`src/hdl/dit_pkg.sv`:
```
package dit_pkg;
   // ----------------------------------------------------------------
   // sizes and timing
   // ----------------------------------------------------------------
   localparam int NT       = 2;                      // timers
   localparam int CW       = 16;                     // count width
   localparam int AW       = 8;                      // axi address width
   localparam int CLK_MHZ  = 200;                    // clk_sys rate
   localparam int TB0_US   = 1;                      // internal bases
   localparam int TB1_US   = 5;
   localparam int TB2_US   = 25;
   localparam int TB3_US   = 50;
   localparam int DIV_1US  = TB0_US * CLK_MHZ;       // cycles per 1 us tick
   localparam int DIV_5    = TB1_US / TB0_US;        // 1 us ticks per 5 us
   localparam int DIV_25   = TB2_US / TB1_US;        // 5 us ticks per 25 us
   localparam int DIV_50   = TB3_US / TB2_US;        // 25 us ticks per 50 us
   localparam int FILT_NS  = 5000;                   // input filter window
   localparam int FILT_CYC = FILT_NS * CLK_MHZ / 1000;
   // ----------------------------------------------------------------
   // register map (byte addresses)
   // ----------------------------------------------------------------
   localparam logic [AW-1:0] T_STRIDE = 8'h10;       // timer 1 = base + stride
   localparam logic [3:0]    O_CTRL   = 4'h0;
   localparam logic [3:0]    O_MODE   = 4'h4;
   localparam logic [3:0]    O_COUNT  = 4'h8;
   localparam logic [3:0]    O_RELOAD = 4'hc;
   localparam logic [AW-1:0] A_ISTAT  = 8'h20;
   localparam logic [AW-1:0] A_IMASK  = 8'h24;
   localparam logic [AW-1:0] A_STATUS = 8'h28;
   // ----------------------------------------------------------------
   // fields and reset values
   // ----------------------------------------------------------------
   localparam int CTRL_START = 0;
   localparam int CTRL_STOP  = 1;
   localparam int MODE_TB_W  = 3;                    // bits [2:0]
   localparam int MODE_GATE  = 3;
   localparam int MODE_PER   = 4;
   localparam int MODE_W     = 5;
   localparam logic [MODE_W-1:0] MODE_RST   = 5'h00;
   localparam logic [CW-1:0]     RELOAD_RST = 16'hffff;
   localparam logic [1:0]        RESP_OKAY  = 2'h0;
   localparam logic [1:0]        RESP_SLV   = 2'h2;
   // ----------------------------------------------------------------
   // types
   // ----------------------------------------------------------------
   typedef enum logic [MODE_TB_W-1:0] {
      TB_1US, TB_5US, TB_25US, TB_50US, TB_EXT
   } dit_tb_type;
   typedef struct packed {
      logic ext_clk;
      logic ext_gate;
   } dit_pin_in_type;
   typedef struct packed {
      logic run_state;
      logic gate_en;
   } dit_pin_out_type;
   typedef struct packed {
      logic          run;
      logic          gate_ok;
      logic          tick;
      logic          load;
      logic          periodic;
      logic [CW-1:0] load_val;
      logic [CW-1:0] reload;
   } dit_chan_ctl_type;
endpackage : dit_pkg

```
`src/hdl/dit_sync.sv`:
```
`timescale 1ns/100ps
module dit_sync
   import dit_pkg::*;
(
   input  wire logic clk_sys,
   input  wire logic rst,
   input  wire logic din,
   input  wire logic filt_en,
   output logic      dout
);
   localparam int FW = $clog2(FILT_CYC + 1);
   typedef struct packed {
      logic          q1;
      logic          q2;
      logic [FW-1:0] cnt;
      logic          out;
   } dit_sync_st_type;
   dit_sync_st_type s_r, s_nxt;

   // two flops, then an optional stability filter
   always_comb begin
      s_nxt    = s_r;
      s_nxt.q1 = din;
      s_nxt.q2 = s_r.q1;
      if (!filt_en || s_r.q2 == s_r.out) begin
         s_nxt.cnt = '0;
         if (!filt_en) s_nxt.out = s_r.q2;
      end else if (s_r.cnt == FW'(FILT_CYC - 1)) begin
         s_nxt.cnt = '0;
         s_nxt.out = s_r.q2;
      end else begin
         s_nxt.cnt = s_r.cnt + 1'b1;
      end
      if (rst) s_nxt = '0;
   end

   always_ff @(posedge clk_sys) begin
      s_r <= s_nxt;
   end

   assign dout = s_r.out;
endmodule : dit_sync

```
`src/hdl/dit_chan.sv`:
```
`timescale 1ns/100ps
module dit_chan
   import dit_pkg::*;
(
   input  wire logic             clk_sys,
   input  wire logic             rst,
   input  wire dit_chan_ctl_type ctl,
   output logic [CW-1:0]         count,
   output logic                  uflow
);
   typedef struct packed {
      logic [CW-1:0] cnt;
      logic          uf;
   } dit_chan_st_type;
   dit_chan_st_type s_r, s_nxt;

   // load, or count down one per selected tick while running and gated
   always_comb begin
      s_nxt    = s_r;
      s_nxt.uf = 1'b0;
      if (ctl.load) begin
         s_nxt.cnt = ctl.load_val;
      end else if (ctl.run && ctl.gate_ok && ctl.tick) begin
         if (s_r.cnt == '0) begin
            s_nxt.uf  = 1'b1;
            s_nxt.cnt = ctl.periodic ? ctl.reload : '1;
         end else begin
            s_nxt.cnt = s_r.cnt - 1'b1;
         end
      end
      if (rst) s_nxt = '0;
   end

   always_ff @(posedge clk_sys) begin
      s_r <= s_nxt;
   end

   assign count = s_r.cnt;
   assign uflow = s_r.uf;
endmodule : dit_chan

```
`src/hdl/dit_top.sv`:
```
// The register addresses and the AXI4-Lite register port are this design's own decisions.
`timescale 1ns/100ps
// Function
// - two timers, each with a 16-bit count.
// - each timer serves as interval, pulse count or pulse-duration timer with an end interrupt.
// - each timer has a count clock input, a gate input, a running output and a gate-enable output.
// - each timer has its own addresses and is started, stopped, read and loaded alone.
// - reading a count never disturbs the counting.
// - a mode field picks one of four internal bases or the external tick.
// - a running timer counts down by one on each tick of its selected base.
// - internal bases are 1, 5, 25 and 50 us, divided from the system clock.
// - input filtering is chosen by a static jumper, not by software.
// - the mode register also holds a gate-enable bit, writable with the base.
// - in periodic mode the reload value refills the count at each underflow, with an interrupt.
// - in aperiodic mode underflow interrupts and wraps to a full 65536-tick count.
// - with the gate enabled, a running timer counts only while its gate is high.
module dit_top
   import dit_pkg::*;
(
   input  wire logic                   clk_sys,
   input  wire logic                   rst,
   // axi4-lite slave
   input  wire logic [AW-1:0]          s_axi_awaddr,
   input  wire logic                   s_axi_awvalid,
   output logic                        s_axi_awready,
   input  wire logic [31:0]            s_axi_wdata,
   input  wire logic [3:0]             s_axi_wstrb,
   input  wire logic                   s_axi_wvalid,
   output logic                        s_axi_wready,
   output logic [1:0]                  s_axi_bresp,
   output logic                        s_axi_bvalid,
   input  wire logic                   s_axi_bready,
   input  wire logic [AW-1:0]          s_axi_araddr,
   input  wire logic                   s_axi_arvalid,
   output logic                        s_axi_arready,
   output logic [31:0]                 s_axi_rdata,
   output logic [1:0]                  s_axi_rresp,
   output logic                        s_axi_rvalid,
   input  wire logic                   s_axi_rready,
   // user pins
   input  wire dit_pin_in_type [NT-1:0]  pin_in,
   input  wire logic                     filt_jumper,
   output dit_pin_out_type [NT-1:0]      pin_out,
   output logic                          irq
);
   // ----------------------------------------------------------------
   // state
   // ----------------------------------------------------------------
   typedef struct packed {
      logic                         aw_got;
      logic [AW-1:0]                awaddr;
      logic                         w_got;
      logic [31:0]                  wdata;
      logic [3:0]                   wstrb;
      logic                         awready;
      logic                         wready;
      logic                         bvalid;
      logic [1:0]                   bresp;
      logic                         arready;
      logic                         rvalid;
      logic [1:0]                   rresp;
      logic [31:0]                  rdata;
      logic [NT-1:0]                run;
      logic [NT-1:0][MODE_W-1:0]    mode;
      logic [NT-1:0][CW-1:0]        reload;
      logic [NT-1:0]                clk_q;
      logic [NT-1:0]                load;
      logic [NT-1:0][CW-1:0]        load_val;
      logic [7:0]                   pre;
      logic [2:0]                   c5;
      logic [2:0]                   c25;
      logic                         c50;
      logic [3:0]                   tick;
      logic [NT-1:0]                istat;
      logic [NT-1:0]                imask;
      logic                         irq;
      dit_pin_out_type [NT-1:0]     pins;
   } dit_top_st_type;

   dit_top_st_type          s_r, s_nxt;
   logic [NT-1:0]           clk_s;
   logic [NT-1:0]           gate_s;
   logic                    filt_s;
   logic [NT-1:0][CW-1:0]   cnt;
   logic [NT-1:0]           uflow;
   dit_chan_ctl_type [NT-1:0] ctl;

   // ----------------------------------------------------------------
   // byte-lane merge for register writes
   // ----------------------------------------------------------------
   function automatic logic [31:0] wmerge(input logic [31:0] old_v,
                                          input logic [31:0] new_v,
                                          input logic [3:0]  strb);
      logic [31:0] r;
      r = old_v;
      for (int b = 0; b < 4; b++) begin
         if (strb[b]) r[8*b +: 8] = new_v[8*b +: 8];
      end
      return r;
   endfunction : wmerge

   // ----------------------------------------------------------------
   // jumper strap and per-timer pins, channels
   // ----------------------------------------------------------------
   // static jumper picks the filter; no register can change it
   dit_sync u_strap (
      .clk_sys (clk_sys),
      .rst     (rst),
      .din     (filt_jumper),
      .filt_en (1'b0),
      .dout    (filt_s)
   );

   genvar gi;
   generate
      for (gi = 0; gi < NT; gi++) begin : g_tmr
         // count clock input, filtered when the jumper is fitted
         dit_sync u_clk (
            .clk_sys (clk_sys),
            .rst     (rst),
            .din     (pin_in[gi].ext_clk),
            .filt_en (filt_s),
            .dout    (clk_s[gi])
         );
         // gate input, same conditioning
         dit_sync u_gate (
            .clk_sys (clk_sys),
            .rst     (rst),
            .din     (pin_in[gi].ext_gate),
            .filt_en (filt_s),
            .dout    (gate_s[gi])
         );
         // one independent 16-bit counter per timer
         dit_chan u_chan (
            .clk_sys (clk_sys),
            .rst     (rst),
            .ctl     (ctl[gi]),
            .count   (cnt[gi]),
            .uflow   (uflow[gi])
         );
      end
   endgenerate

   // ----------------------------------------------------------------
   // channel controls: tick select and gating
   // ----------------------------------------------------------------
   always_comb begin
      for (int t = 0; t < NT; t++) begin
         ctl[t].run      = s_r.run[t];
         ctl[t].gate_ok  = !s_r.mode[t][MODE_GATE] || gate_s[t];
         ctl[t].load     = s_r.load[t];
         ctl[t].load_val = s_r.load_val[t];
         ctl[t].reload   = s_r.reload[t];
         ctl[t].periodic = s_r.mode[t][MODE_PER];
         case (dit_tb_type'(s_r.mode[t][MODE_TB_W-1:0]))
            TB_1US:  ctl[t].tick = s_r.tick[0];
            TB_5US:  ctl[t].tick = s_r.tick[1];
            TB_25US: ctl[t].tick = s_r.tick[2];
            TB_50US: ctl[t].tick = s_r.tick[3];
            TB_EXT:  ctl[t].tick = clk_s[t] && !s_r.clk_q[t];
            default: ctl[t].tick = 1'b0;
         endcase
      end
   end

   // ----------------------------------------------------------------
   // next state
   // ----------------------------------------------------------------
   always_comb begin
      logic          wr_go;
      logic [AW-1:0] wa;
      logic [AW-1:0] ra;
      logic          ti;
      logic [31:0]   wv;
      logic [31:0]   rd;
      logic          rerr;
      logic          werr;
      logic [NT-1:0] clr;
      wr_go = 1'b0;
      wa    = '0;
      ra    = '0;
      ti    = 1'b0;
      wv    = '0;
      rd    = '0;
      rerr  = 1'b0;
      werr  = 1'b0;
      clr   = '0;
      s_nxt = s_r;

      // internal time bases: 1 us, then 5, 25 and 50 us from it
      s_nxt.tick = '0;
      if (s_r.pre == 8'(DIV_1US - 1)) begin
         s_nxt.pre     = '0;
         s_nxt.tick[0] = 1'b1;
         if (s_r.c5 == 3'(DIV_5 - 1)) begin
            s_nxt.c5      = '0;
            s_nxt.tick[1] = 1'b1;
            if (s_r.c25 == 3'(DIV_25 - 1)) begin
               s_nxt.c25     = '0;
               s_nxt.tick[2] = 1'b1;
               s_nxt.c50     = !s_r.c50;
               s_nxt.tick[3] = s_r.c50 == 1'(DIV_50 - 1);
            end else begin
               s_nxt.c25 = s_r.c25 + 1'b1;
            end
         end else begin
            s_nxt.c5 = s_r.c5 + 1'b1;
         end
      end else begin
         s_nxt.pre = s_r.pre + 1'b1;
      end

      // edge memory for the external count clock
      s_nxt.clk_q = clk_s;
      s_nxt.load  = '0;

      // write address and data, taken in either order
      if (s_axi_awvalid && s_r.awready) begin
         s_nxt.aw_got = 1'b1;
         s_nxt.awaddr = s_axi_awaddr;
      end
      if (s_axi_wvalid && s_r.wready) begin
         s_nxt.w_got = 1'b1;
         s_nxt.wdata = s_axi_wdata;
         s_nxt.wstrb = s_axi_wstrb;
      end
      if (s_r.bvalid && s_axi_bready) s_nxt.bvalid = 1'b0;

      // perform the write once both halves are held
      if (s_r.aw_got && s_r.w_got && !s_r.bvalid) begin
         wr_go        = 1'b1;
         wa           = s_r.awaddr;
         ti           = wa[4];
         s_nxt.aw_got = 1'b0;
         s_nxt.w_got  = 1'b0;
         s_nxt.bvalid = 1'b1;
      end
      if (wr_go && wa[7:5] == 3'h0 && wa[1:0] == 2'h0) begin
         case (wa[3:0])
            O_CTRL: begin
               if (s_r.wstrb[0] && s_r.wdata[CTRL_START]) begin
                  s_nxt.run[ti] = 1'b1;
               end
               if (s_r.wstrb[0] && s_r.wdata[CTRL_STOP]) begin
                  s_nxt.run[ti] = 1'b0;
               end
            end
            O_MODE: begin
               wv = wmerge(32'(s_r.mode[ti]), s_r.wdata, s_r.wstrb);
               if (!s_r.run[ti]) s_nxt.mode[ti] = wv[MODE_W-1:0];
            end
            O_COUNT: begin
               wv = wmerge(32'(cnt[ti]), s_r.wdata, s_r.wstrb);
               if (!s_r.run[ti]) begin
                  s_nxt.load[ti]     = 1'b1;
                  s_nxt.load_val[ti] = wv[CW-1:0];
               end
            end
            default: begin
               wv = wmerge(32'(s_r.reload[ti]), s_r.wdata, s_r.wstrb);
               s_nxt.reload[ti] = wv[CW-1:0];
            end
         endcase
      end else if (wr_go) begin
         case (wa)
            A_ISTAT: clr = s_r.wstrb[0] ? s_r.wdata[NT-1:0] : '0;
            A_IMASK: begin
               if (s_r.wstrb[0]) s_nxt.imask = s_r.wdata[NT-1:0];
            end
            A_STATUS: ;
            default: werr = 1'b1;
         endcase
      end
      if (wr_go) s_nxt.bresp = werr ? RESP_SLV : RESP_OKAY;

      // read: a snapshot of the registers, counting goes on
      if (s_r.rvalid && s_axi_rready) s_nxt.rvalid = 1'b0;
      if (s_axi_arvalid && s_r.arready) begin
         ra = s_axi_araddr;
         ti = ra[4];
         if (ra[7:5] == 3'h0 && ra[1:0] == 2'h0) begin
            case (ra[3:0])
               O_CTRL:   rd[0] = s_r.run[ti];
               O_MODE:   rd[MODE_W-1:0] = s_r.mode[ti];
               O_COUNT:  rd[CW-1:0] = cnt[ti];
               default:  rd[CW-1:0] = s_r.reload[ti];
            endcase
         end else begin
            case (ra)
               A_ISTAT:  rd[NT-1:0] = s_r.istat;
               A_IMASK:  rd[NT-1:0] = s_r.imask;
               A_STATUS: rd[3*NT:0] = {filt_s, gate_s, clk_s, s_r.run};
               default:  rerr = 1'b1;
            endcase
         end
         s_nxt.rvalid = 1'b1;
         s_nxt.rdata  = rd;
         s_nxt.rresp  = rerr ? RESP_SLV : RESP_OKAY;
      end

      // ready flags follow what is held
      s_nxt.awready = !s_nxt.aw_got && !s_nxt.bvalid;
      s_nxt.wready  = !s_nxt.w_got && !s_nxt.bvalid;
      s_nxt.arready = !s_nxt.rvalid;

      // sticky end flags: a new underflow wins over a clear
      s_nxt.istat = (s_r.istat & ~clr) | uflow;
      s_nxt.irq   = |(s_nxt.istat & s_nxt.imask);

      // pins driven from registered state
      for (int t = 0; t < NT; t++) begin
         s_nxt.pins[t].run_state = s_nxt.run[t];
         s_nxt.pins[t].gate_en   = s_nxt.mode[t][MODE_GATE];
      end

      if (rst) begin
         s_nxt        = '0;
         s_nxt.mode   = {NT{MODE_RST}};
         s_nxt.reload = {NT{RELOAD_RST}};
      end
   end

   // ----------------------------------------------------------------
   // registers
   // ----------------------------------------------------------------
   always_ff @(posedge clk_sys) begin
      s_r <= s_nxt;
   end

   // ----------------------------------------------------------------
   // outputs, all straight from flops
   // ----------------------------------------------------------------
   assign s_axi_awready = s_r.awready;
   assign s_axi_wready  = s_r.wready;
   assign s_axi_bvalid  = s_r.bvalid;
   assign s_axi_bresp   = s_r.bresp;
   assign s_axi_arready = s_r.arready;
   assign s_axi_rvalid  = s_r.rvalid;
   assign s_axi_rdata   = s_r.rdata;
   assign s_axi_rresp   = s_r.rresp;
   assign pin_out       = s_r.pins;
   assign irq           = s_r.irq;
endmodule : dit_top

```
`config.mk`:
```
export PLATFORM = sky130hd
export DESIGN_NAME = dit_top
export DESIGN_NICKNAME = d
export VERILOG_FILES = /design/src/hdl/dit_pkg.sv /design/src/hdl/dit_sync.sv /design/src/hdl/dit_chan.sv /design/src/hdl/dit_top.sv
export SDC_FILE = /design/constraint.sdc
export NUM_CORES = 1
export LEC_CHECK = 0
export ABC_AREA = 0
export BUFFER_PORTS_ARGS = -buffer_cell sky130_fd_sc_hd__buf_2
export CAP_MARGIN = 25
export CORE_MARGIN = 5
export CORE_UTILIZATION = 45
export DETAILED_ROUTE_END_ITERATION = 8
export PLACE_DENSITY = 0.74
export SLEW_MARGIN = 15
export SYNTH_ARGS = -nofsm -noshare
export SYNTH_HDL_FRONTEND = slang
export SYNTH_HIERARCHICAL = 1
export SYNTH_SLANG_ARGS = --single-unit
```
`constraint.sdc`:
```
create_clock -name clk_sys -period 3.8 [get_ports clk_sys]
set_clock_uncertainty 0.2 [all_clocks]
set_input_delay 0.76 -clock clk_sys [delete_from_list [all_inputs] [get_ports clk_sys]]
set_output_delay 0.76 -clock clk_sys [all_outputs]
set_load 0.005 [all_outputs]
```
* Word-level counts from Yosys, hierarchy flattened
Index checks and enable logic that the tools add are counted.
** Word-level totals
- Register bits after elaboration :: 266
- Word-level logic and storage cells :: 312
- Output and inout port bits :: 46
** Operators by class
- Reductions and logical operators :: 79
- Equality and inequality tests :: 33
- Bitwise operators :: 16
- Add/subtract/negate cells :: 9
- Muxes and demuxes :: 112
- Magnitude comparators :: 3
** Operators by type and width (count)
- $mux W16 :: 15
- $mux W8 :: 13
- $bwmux W32 :: 2
- $eq A8 B6 Y1 const B :: 6
- $mux W5 :: 9
- $mux W44 :: 1
- $add A10 B1 Y10 const B :: 4
- $eq A10 B10 Y1 const B :: 4
- $mux W37 :: 1
- $mux W1 :: 35
- $mux W35 :: 1
- $mux W17 :: 2
- $logic_not A16 Y1 :: 2
- $mux W32 :: 1
- $sub A16 B1 Y16 const B :: 2
- $mux W2 :: 15
- $reduce_or A3 Y1 :: 10
- $pmux W11 S2 :: 1
- $logic_and A1 B1 Y1 :: 21
- $mux W10 :: 2
- $mux W9 :: 2
- $demux W16 S1 :: 1
- $eq A3 B2 Y1 const B :: 4
- $eq A3 B3 Y1 const B :: 4
- other kinds (33) :: 94

* Longest topological paths before layout
Gate-level depths: netlist (run 1).
- Depth in word-level cells :: 15
- Gate-level depth with buffers :: 8

* Hierarchy
Netlist (run 1), hierarchy kept.
** Modules (own cells, without submodules)
- dit_top :: sequential area each 3103.0 µm², times used 1, area an instance 7313.3 µm², cells each 838
- dit_sync :: sequential area each 260.2 µm², times used 5, area an instance 575.6 µm², cells each 57
- dit_chan :: sequential area each 340.3 µm², times used 2, area an instance 1271.2 µm², cells each 161

* Worst setup path before layout (run 1)
OpenSTA, ideal clock, no wires.
- Path type :: input -> register
- Start point :: input port s_axi_araddr[3]
- End point :: register s_r, in the netlist s_axi_rdata[10]
- Stages on the path :: 6
- Path slack :: 1.539 ns
- Arrival :: 1.934 ns
- Path buffers :: 2
- Required time :: 3.472 ns
- Setup time :: 0.128 ns
- Path through :: clkbuf_1 -> a211oi_2 -> clkbuf_1 -> o22ai_1 -> a22oi_1 -> nor2_1
** Between the ends
- Longest elaborated chain between the ends :: 4
** Ends and longest elaborated chain
- start, declared :: RTL line dit_top.sv:33 : input wire logic [AW-1:0] s_axi_araddr,
- $eq A4 B3 Y1 or $logic_not A4 Y1 (tied branches) :: RTL line dit_top.sv:282 : case (ra[3:0])
- $reduce_or A2 Y1 (no source line)
- $pmux W11 S2 * :: RTL line dit_top.sv:282
- $mux W9 * :: RTL line dit_top.sv:281 : if (ra[7:5] == 3'h0 && ra[1:0] == 2'h0) begin
- end signal, assigned :: RTL line dit_top.sv:327 : s_r <= s_nxt;
- end, declared :: RTL line dit_top.sv:80 : dit_top_st_type s_r, s_nxt;
Mark *: on every way between the ends. The rest lies on a longest branch, timed or not.
A chain may end at the register's enable or synchronous reset.

==> results.py, run 1 <==
metrics = {
    "place": {
        "place.gp.congestion": 0.925,
        "dp.cells": 1807,
        "numPortBuffers": 73,
        "hpwl_um": 23700,
        "dp_slack_ps": 985,
    },
    "sta": {
        "worst_hold_slack_ps": 229,
        "min_period_over_period_pct": 73.1,
        "timing_max_transition_violations_final": 0,
        "tightest_slew_ps": 1410,
        "setup_viol_count_final": 0,
        "setup_slack_ps": 1020,
        "hold_violations": 0,
        "max_freq_mhz": 360,
        "grt_setup_unrepaired": "no",
        "fin_tns_setup_ps": 0,
        "timing.final.crit_period_ps": 2780,
        "slew_headroom_pct": 5.53,
    },
    "global_route": {
        "grt_pass1_vias": 10300,
        "grt_remaining_overflow": 0,
        "antenna_found_initial": 0,
        "grt_first_pass_wirelength_um": 54800,
        "track_usage_pct": 20.7,
        "grt_max_degree": 103,
    },
    "power_and_ir_drop": {
        "internal-power_uw": 4490,
        "p_switching_uw": 1320,
        "irDropWorstVdd_mv": 0.299,
        "p_per_area_nw_per_um2": 412,
        "pwr-share-clk_pct": 48.2,
        "p_comb_share_pct": 4.9,
        "p_leak_uw": 0.00491,
        "swShare_pct": 22.6,
        "p_seq_share_pct": 46.9,
    },
    "job": {
        "maxCapViolCount": 0,
    },
    "synthesis": {
        "synthTopCellsByCount": "254 x dfxtp_1, 95 x a21oi_1, 93 x nand2_1",
        "synthMostInstantiatedCell": "dfxtp_1",
        "synth_area_leaders": "dfxtp_1 40%, a21oi_1 3.7%, mux2i_1 3.3%",
        "yosysWarnings": 6,
        "synth_area_um2": 12700,
        "yosysTopAreaCell": "dfxtp_1",
        "synth_cell_type_count": 70,
        "synth-edff-count": 0,
        "ys.flop_type": "dfxtp_1",
        "ys_ff_latch": 254,
        "syn_inst": 1445,
        "avgSynthCellArea_um2": 8.81,
        "synth_top_area_share_pct": 39.9,
        "synthArstFlopShare_pct": 0,
        "synth_sequential_area_ratio_pct": 39.9,
    },
    "floorplan": {
        "dieWidth_um": 178,
        "die_h_um": 178,
        "rows": 61,
        "core_area_um2": 27900,
        "start_util_pct": 45.7,
        "die_area_um2": 31800,
        "io_pins": 110,
    },
    "setup_path": {
        "critPathRequiredTime_ps": 4040,
        "setup.worst_path.class": "reg2reg",
        "critPathArrivalTime_ps": 3020,
        "path_buf_inv": 1,
        "end_kind": "flip-flop",
        "crit_family": "simple AND/OR/NAND/NOR gates",
        "crit_fanout": 12,
        "critPathMaxStageDelay_ps": 610,
        "crit_chain": "mux4_2 -> inv_1 -> o22ai_1 -> nand3_1 -> or3_1 -> a41o_1 -> o32ai_1",
        "crit_path_top_delay_cell": "or3_1",
        "worst_setup_path_start_kind": "flip-flop",
    },
    "clocking": {
        "cts_made_buffers": 28,
        "cts_num_sinks": 254,
        "clock_path_buffers": 3,
        "htreeDepth": 1,
        "clk_latency_ps": 530,
        "clk_pin_slew_ps": 60,
        "postCtsSetupBuffers": 0,
        "cts_tree": "yes",
        "ctsResizeCount": 0,
        "hold_buffers": 0,
        "clockRootBuffer": "clkbuf_16",
    },
    "cells_and_area": {
        "drive_above_1_share_pct": 13.7,
        "antenna_cells": 0,
        "nNetsFinal": 1539,
        "fin_cells": 1860,
        "fin_util_pct": 50.6,
        "synthToLayoutAreaGrowth_pct": 10.6,
    },
    "route": {
        "first_pass_iters": 5,
        "ant_nets": 0,
        "vias": 11100,
        "drt_iter0_drc": 1222,
        "wl_um": 33800,
        "vias_per_cell": 5.97,
        "wl_per_cell_um": 18.2,
        "drc_errors": 0,
    },
    "worst_hold_path": {
        "hold_path_class": "in2reg",
    },
    "outcome": {
        "status": "finished clean",
    },
}
through the flow:
stage | total power, µW | area [µm²]
2_1_floorplan | 2990 | 12800
3_3_place_gp | 3060 | 13100
3_5_place_dp | 3060 | 13100
4_1_cts | 5860 | 14100
5_1_grt | 6020 | 14100
6_report | 5810 | 14100
flip-flops by register name, indices dropped and copies added (netlist names), 2 cells and up:
| register | cells |
|---|---|
| ctl | 70 |
| g_tmr.u_chan/count | 32 |
| g_tmr.u_chan/uflow | 2 |
| g_tmr.u_clk/dout | 2 |
| g_tmr.u_clk/s_r | 24 |
| g_tmr.u_gate/dout | 2 |
| g_tmr.u_gate/s_r | 24 |
| s_axi_rdata | 16 |
| s_r | 61 |
| u_strap/s_r | 12 |
cells by family (layout without fill, tap and decap cells):
kind of cell / after synthesis / count (layout) / share of synthesized area, %
compound gates: 420 / 420 / 22.2
other cells: 1 / 19 / 0.0294
buf+inv: 166 / 185 / 6.86
fa+ha+maj: 14 / 14 / 1.38
simple gates: 500 / 500 / 22.6
xor+xnor: 42 / 42 / 2.89
flops: 254 / 254 / 39.9
mux: 48 / 48 / 4.10
layout make-up:
type,instances,area [µm²]
Clock inverter,13,160
Sequential cell,254,5080
Clock buffer,38,810
Multi-Input combinational cell,1043,6840
Inverter,35,131
Timing Repair Buffer,99,582
Tap cell,378,473
Fill cell,2620,13800
worst reg2reg max path: cells and delay by family (launching register included):
family	cells	cell delay [ps]
AOI/OAI and AO/OA	3	850
buffers and inverters	1	40
DFF	1	360
muxes	1	340
and+or+nand+nor	2	900
placed cells by master, fill, tap and decap left out, types with 35 or more instances in the layout:
cell type and instances:
mux2i_1 42, dfxtp_1 254, a22oi_1 39, nand2_1 93
nor2_1 79, nand2b_1 48, buf_2 72, a21oi_1 95
o21ai_0 47, or3_1 55, nor3_1 59, inv_1 35
power groups by stage:
stage	clock, µW	sequential, µW	combinational (µW)
final	2800	2730	284
after CTS	2860	2720	281
after global placement	0	2780	275
after floorplan	0	2770	213
after global routing	2980	2730	312
after detailed placement	0	2780	280
worst paths after layout:
check	startpoint	endpoint	slack (ps)	depth (start not counted)
max	s_r[96]	g_tmr[0].u_chan/count[13]	1020	7
min	pin_in[0]	g_tmr[0].u_gate/s_r[12]	230	2
max reg2reg	s_r[96]	g_tmr[0].u_chan/count[13]	1020	7
min reg2reg	g_tmr[1].u_gate/s_r[12]	g_tmr[1].u_gate/s_r[11]	240	1
routing by layer:
layer,up-vias,GRT usage [%],wire (µm)
li1,5374,-,-
met1,5163,30.0,15100
met2,511,32.1,14900
met3,48,4.15,3300
met4,0,4.54,519
met5,-,0,0
Power figures use the tool's default switching activity.
==> run 2, diff against run 1 <==
--- a/config.mk
+++ b/config.mk
@@ -5,13 +5,13 @@
 export SDC_FILE = /design/constraint.sdc
 export NUM_CORES = 1
 export LEC_CHECK = 0
-export ABC_AREA = 0
+export ABC_AREA = 1
 export BUFFER_PORTS_ARGS = -buffer_cell sky130_fd_sc_hd__buf_2
 export CAP_MARGIN = 25
 export CORE_MARGIN = 5
 export CORE_UTILIZATION = 45
 export DETAILED_ROUTE_END_ITERATION = 8
-export PLACE_DENSITY = 0.74
+export PLACE_DENSITY = 0.76
 export SLEW_MARGIN = 15
 export SYNTH_ARGS = -nofsm -noshare
 export SYNTH_HDL_FRONTEND = slang
==> constraint.sdc (replaced) <==
create_clock -name clk_sys -period 2.4 [get_ports clk_sys]
set_clock_uncertainty 0.2 [all_clocks]
set_input_delay 0.48 -clock clk_sys [delete_from_list [all_inputs] [get_ports clk_sys]]
set_output_delay 0.48 -clock clk_sys [all_outputs]
set_load 0.005 [all_outputs]
==> run 2 against run 1 <==
Effect of this change: design area rose by 11%; power rose by 53%; cell count rose by 39%; hold slack got worse by 220 ps; sequential cell count did not move; wire length rose by 7.3%; non-clock buffer count rose by 10; register-to-register slack got worse by 820 ps; clock-buffer cell count rose by 3; core utilization rose by 0.19 points; global-route usage fell by 0.71 points; largest power group is now registers.
==> results.py, run 2 <==
metrics = {
    "cells_and_area": {
        "layout_commonest_cell": "nand2_1",
        "fin_util_pct": 50.7,
        "regArea_um2": 5080,
        "final_cell_area_um2": 15600,
        "antenna_cells": 0,
        "final_cell_mix": "549 x nand2_1, 290 x nor2_1, 259 x inv_1",
        "drive_above_1_share_pct": 12.6,
        "synthToLayoutAreaGrowth_pct": 11.1,
        "multi_input_area_um2": 7320,
        "fillers": 2969,
        "largest_reg_flops": 70,
        "nNetsFinal": 2247,
    },
    "floorplan": {
        "start_util_pct": 45.7,
        "die_h_um": 186,
        "rows": 64,
        "dieWidth_um": 186,
        "core_area_um2": 30700,
        "io_pins": 110,
        "die_area_um2": 34800,
    },
    "place": {
        "place.gp.congestion": 0.944,
        "hpwl_um": 26300,
        "placed_area_um2": 14600,
        "numPortBuffers": 73,
    },
    "route": {
        "vias": 13300,
        "ant_nets": 0,
        "drt_iter0_drc": 1001,
        "wl_per_cell_um": 14.0,
        "vias_per_cell": 5.13,
        "first_pass_iters": 8,
        "wl_um": 36300,
        "drc_errors": 0,
    },
    "global_route": {
        "grt_remaining_overflow": 0,
        "antenna_found_initial": 0,
        "grt_max_degree": 75,
        "grt_first_pass_wirelength_um": 60300,
        "grt_pass1_vias": 12300,
        "track_usage_pct": 20.0,
    },
    "synthesis": {
        "synthTopCellsByCount": "549 x nand2_1, 290 x nor2_1, 259 x inv_1",
        "synth_sequential_area_ratio_pct": 36.3,
        "ys_ff_latch": 254,
        "ys.flop_type": "dfxtp_1",
        "synth_area_leaders": "dfxtp_1 36%, nand2_1 15%, nor2_1 7.8%",
        "yosysWarnings": 6,
        "avgSynthCellArea_um2": 6.61,
        "syn_inst": 2121,
        "synthArstFlopShare_pct": 0,
        "synth-edff-count": 0,
        "synth_top_area_share_pct": 36.3,
        "synth_cell_type_count": 44,
        "synthMostInstantiatedCell": "nand2_1",
        "yosysTopAreaCell": "dfxtp_1",
        "synth_area_um2": 14000,
    },
    "clocking": {
        "cts_tree": "yes",
        "cts_made_buffers": 28,
        "clock_path_buffers": 3,
        "clk_latency_ps": 560,
        "htreeDepth": 1,
        "cts_num_sinks": 254,
        "clockRootBuffer": "clkbuf_16",
        "clk_pin_slew_ps": 60,
        "postCtsSetupBuffers": 0,
    },
    "power_and_ir_drop": {
        "irDropWorstVdd_mv": 0.511,
        "p_leak_uw": 0.00694,
        "p_per_area_nw_per_um2": 570,
    },
    "sta": {
        "tightest_slew_ps": 725,
        "timing.final.crit_period_ps": 2200,
        "max_freq_mhz": 455,
        "slew_headroom_pct": 51.6,
        "grt_setup_unrepaired": "no",
        "hold_violations": 0,
        "timing_max_transition_violations_final": 0,
        "setup_viol_count_final": 0,
        "fin_tns_setup_ps": 0,
        "min_period_over_period_pct": 91.6,
    },
    "setup_path": {
        "crit_chain": "inv_1 -> a21oi_1 -> o21ai_0 -> nand2_1 -> nand2_1 -> o21ai_0 -> nand3_1 -> nor2_2 -> buf_12 -> nand2_1 -> inv_1 -> nand2_1 -> a21oi_1",
        "crit_path_top_delay_cell": "dfxtp_1",
        "crit_cells": 13,
        "worst_setup_path_start_kind": "flip-flop",
        "ff2ff_path_depth": 13,
        "crit_fanout": 16,
        "setup.worst_path.class": "reg2reg",
        "crit_family": "simple AND/OR/NAND/NOR gates",
        "crit_path_frequent_cell": "nand2_1",
        "critPathRequiredTime_ps": 2680,
        "end_kind": "flip-flop",
        "critPathArrivalTime_ps": 2470,
        "path_buf_inv": 3,
        "critPathMaxStageDelay_ps": 350,
    },
    "worst_hold_path": {
        "hold_depth": 3,
        "hold_path_class": "in2reg",
    },
    "outcome": {
        "status": "finished clean",
    },
    "job": {
        "maxCapViolCount": 0,
    },
}
run 2: changes by cell type in the layout (fill, tap and decap cells not counted), moves of 25 or more:
cell       delta
o22ai_1      -33
inv_1       +224
o21ai_0     +109
mux2i_1      -42
a211oi_1     -26
nand2b_1     -48
or3_1        -55
nand2_1     +456
a21oi_1      +25
nand3_1      +84
nor3_1       -51
o2bb2ai_1    -34
a22oi_1      -39
nor2_1      +211
run 2: what timing repair did:
item,in CTS,in global routing
endpoints found under the hold margin,13,0
hold buffers,13,0
setup endpoints to repair,0,5
gates resized for setup,0,1
run 2: final timing paths:
check	from	end	slack [ps]
max	s_r[97]	g_tmr[0].u_chan/count[15]	200
min	s_axi_wdata[4]	s_r[157]	4
max reg2reg	s_r[97]	g_tmr[0].u_chan/count[15]	200
min reg2reg	u_strap/s_r[12]	u_strap/s_r[11]	210
run 2: cell type report:
cell class                      count  area share [%]
Clock buffer                       41            5.14
Clock inverter                      7           0.386
Inverter                          279            6.73
Multi-Input combinational cell   1497            47.0
Sequential cell                   254            32.7
Tap cell                          396            3.18
Timing Repair Buffer              109            4.87
run 2: worst register-to-register path, stage by stage (launching register included):
cell	delay [ps]
dfxtp_1	350
inv_1	110
a21oi_1	140
o21ai_0	100
nand2_1	70
nand2_1	50
o21ai_0	90
nand3_1	300
nor2_2	240
buf_12	180
nand2_1	80
inv_1	50
nand2_1	50
a21oi_1	110
run 2: report_power, final:
part	internal (µW)	switching, µW	leakage, µW
logic	168	321	0.00445
registers	4290	56.5	0.00206
clock network	2300	1740	0.000425
run 2: logic make-up after synthesis:
group / Yosys count / share of synthesized area (%)
xor gates and xnor gates: 36 / 2.25
other: 1 / 0.0268
adders and majority gates: 14 / 1.25
buffers and inverters: 390 / 12.1
and+or+nand+nor: 1084 / 34.9
AOI/OAI and AO/OA: 342 / 13.2
DFF: 254 / 36.3
run 2: metrics by stage:
| step | instances | setup WS [ps] | total power, µW | hold slack (ps) |
|---|---|---|---|---|
| after floorplan | 2141 | 509 | 4750 | 188 |
| after global placement | 2522 | 322 | 4890 | 198 |
| after detailed placement | 2522 | 252 | 4900 | 197 |
| after CTS | 2583 | 215 | 8940 | 0.793 |
| after global routing | 2583 | 34.0 | 9210 | 20.2 |
| final | 2583 | 203 | 8870 | 4.29 |
run 2: routing by layer:
metal / track usage, % / up-vias / share of wire (%)
met5: 0 / - / 0
met4: 5.49 / 0 / 2.2
met3: 3.55 / 54 / 8.3
met2: 32.7 / 472 / 45
met1: 27.4 / 6025 / 45
li1: - / 6709 / -
==> run 3, diff against run 2 <==
--- a/config.mk
+++ b/config.mk
@@ -11,7 +11,7 @@
 export CORE_MARGIN = 5
 export CORE_UTILIZATION = 45
 export DETAILED_ROUTE_END_ITERATION = 8
-export PLACE_DENSITY = 0.76
+export PLACE_DENSITY = 0.71
 export SLEW_MARGIN = 15
 export SYNTH_ARGS = -nofsm -noshare
 export SYNTH_HDL_FRONTEND = slang
==> run 3 against run 2 <==
Effect of this change: non-clock buffer count rose by 12; hold slack improved by 11 ps; combinational power barely moved; via count fell by 0.59%.
==> results.py, run 3 (same netlist as run 2, synthesis figures left out) <==
metrics = {
    "outcome": {
        "status": "finished clean",
    },
    "cells_and_area": {
        "synthToLayoutAreaGrowth_pct": 12.2,
        "final_cell_area_um2": 15700,
        "fillers": 3032,
        "antenna_cells": 0,
        "fin_cells": 2596,
        "final_cell_mix": "549 x nand2_1, 290 x nor2_1, 259 x inv_1",
        "nNetsFinal": 2258,
        "layout_commonest_cell": "nand2_1",
        "largest_reg_flops": 70,
        "drive_above_1_share_pct": 13.0,
    },
    "route": {
        "drc_errors": 0,
        "drt_iter0_drc": 979,
        "wl_um": 36100,
        "ant_nets": 0,
        "first_pass_iters": 6,
        "vias_per_cell": 5.08,
        "vias": 13200,
        "wl_per_cell_um": 13.9,
    },
    "clocking": {
        "clk_pin_slew_ps": 60,
        "postCtsSetupBuffers": 0,
        "cts_num_sinks": 254,
        "clock_path_buffers": 3,
        "clockRootBuffer": "clkbuf_16",
        "cts_tree": "yes",
        "cts_made_buffers": 27,
        "htreeDepth": 1,
        "clk_latency_ps": 560,
    },
    "sta": {
        "fin_tns_setup_ps": 0,
        "timing_max_transition_violations_final": 0,
        "slew_headroom_pct": 54.9,
        "hold_violations": 0,
        "min_period_over_period_pct": 90.5,
        "setup_viol_count_final": 0,
        "max_freq_mhz": 460,
        "tightest_slew_ps": 676,
        "grt_setup_unrepaired": "no",
        "timing.final.crit_period_ps": 2170,
    },
    "global_route": {
        "grt_max_degree": 77,
        "track_usage_pct": 19.7,
        "grt_pass1_vias": 12000,
        "antenna_found_initial": 0,
        "grt_remaining_overflow": 0,
        "grt_first_pass_wirelength_um": 59000,
    },
    "place": {
        "placed_area_um2": 14600,
        "hpwl_um": 26200,
        "place.gp.congestion": 0.932,
        "dp.cells": 2527,
        "numPortBuffers": 73,
    },
    "setup_path": {
        "setup.worst_path.class": "reg2reg",
        "critPathMaxStageDelay_ps": 410,
        "crit_fanout": 32,
        "path_buf_inv": 0,
        "crit_family": "simple AND/OR/NAND/NOR gates",
        "critPathArrivalTime_ps": 2410,
        "crit_chain": "nand2_1 -> nor2_4 -> nand4_2 -> nor2_4 -> nand3_4 -> nor2_1 -> nor2_1",
        "crit_path_top_delay_cell": "dfxtp_1",
        "critPathRequiredTime_ps": 2640,
        "end_kind": "flip-flop",
        "worst_setup_path_start_kind": "flip-flop",
    },
    "power_and_ir_drop": {
        "internal-power_uw": 7090,
        "p_switching_uw": 2140,
        "p_comb_share_pct": 5.3,
        "irDropWorstVdd_mv": 0.625,
        "p_per_area_nw_per_um2": 587,
        "p_seq_share_pct": 47.1,
        "pwr-share-clk_pct": 47.6,
        "swShare_pct": 23.2,
        "p_leak_uw": 0.00702,
    },
    "floorplan": {
        "start_util_pct": 45.7,
        "rows": 64,
        "die_area_um2": 34800,
        "dieWidth_um": 186,
        "die_h_um": 186,
        "io_pins": 110,
        "core_area_um2": 30700,
    },
    "job": {
        "maxCapViolCount": 0,
    },
    "worst_hold_path": {
        "hold_path_class": "in2reg",
    },
}
[run 3: changes by cell type in the layout (fill, tap and decap cells not counted), sizes merged]
cell	previous run	this run
dlygate4sd3	13	20
buf	96	101
clkinv	8	4
bufinv	0	2
clkbuf	41	42
clkinvlp	0	1
inv	278	279
[run 3: routing by layer]
metal  GRT usage [%]  part of all wire (%)  up-vias
met5               0                     0        -
met4            5.47                   2.4        0
met3            2.60                   7.5       62
met2            32.2                    45      455
met1            27.4                    46     5948
li1                -                     -     6717
[run 3: power groups by stage]
stage	Sequential, µW	Clock (µW)	Combinational, µW
6_report	4350	4400	487
5_1_grt	4350	4660	546
4_1_cts	4350	4480	486
3_5_place_dp	4440	0	460
3_3_place_gp	4440	0	454
2_1_floorplan	4420	0	327
[run 3: through the flow]
stage	power (µW)	setup slack, ps	utilization (%)	hold WS (ps)
finish	9230	227	51.3	15.0
CTS	9320	212	51.2	0.718
floorplan	4750	509	-	188
global placement	4890	300	47.5	192
detailed placement	4900	249	47.5	196
global route	9560	1.55	51.3	10.6
[run 3: cell type report]
class | count | area, µm² | area share [%]
timing repair buffer | 121 | 828 | 5.27
inverter | 279 | 1050 | 6.66
clock buffer | 42 | 842 | 5.35
clock inverter | 7 | 103 | 0.652
tap | 396 | 495 | 3.15
multi-input combinational | 1497 | 7330 | 46.6
sequential | 254 | 5080 | 32.3
[run 3: final timing paths]
kind                          startpoint  cells past startpoint                     end  slack (ps)
hold / removal           s_axi_wdata[15]                      3                s_r[168]          20
setup / recovery                s_r[194]                      7                 ctl[30]         230
setup reg to reg                s_r[194]                      7                 ctl[30]         230
hold reg to reg   g_tmr[0].u_clk/s_r[12]                      2  g_tmr[0].u_clk/s_r[11]         200
[run 3: timing repair]
item	CTS	global route
endpoints found under the setup margin	0	4
resized for setup	0	3
hold buffers	20	0
hold endpoints to repair	19	0
[run 3: worst min-delay path, delay by kind of cell]
family / cells / cell delay [ps]
AO/OA/AOI/OAI: 2 / 170
buffers and inverters: 1 / 70
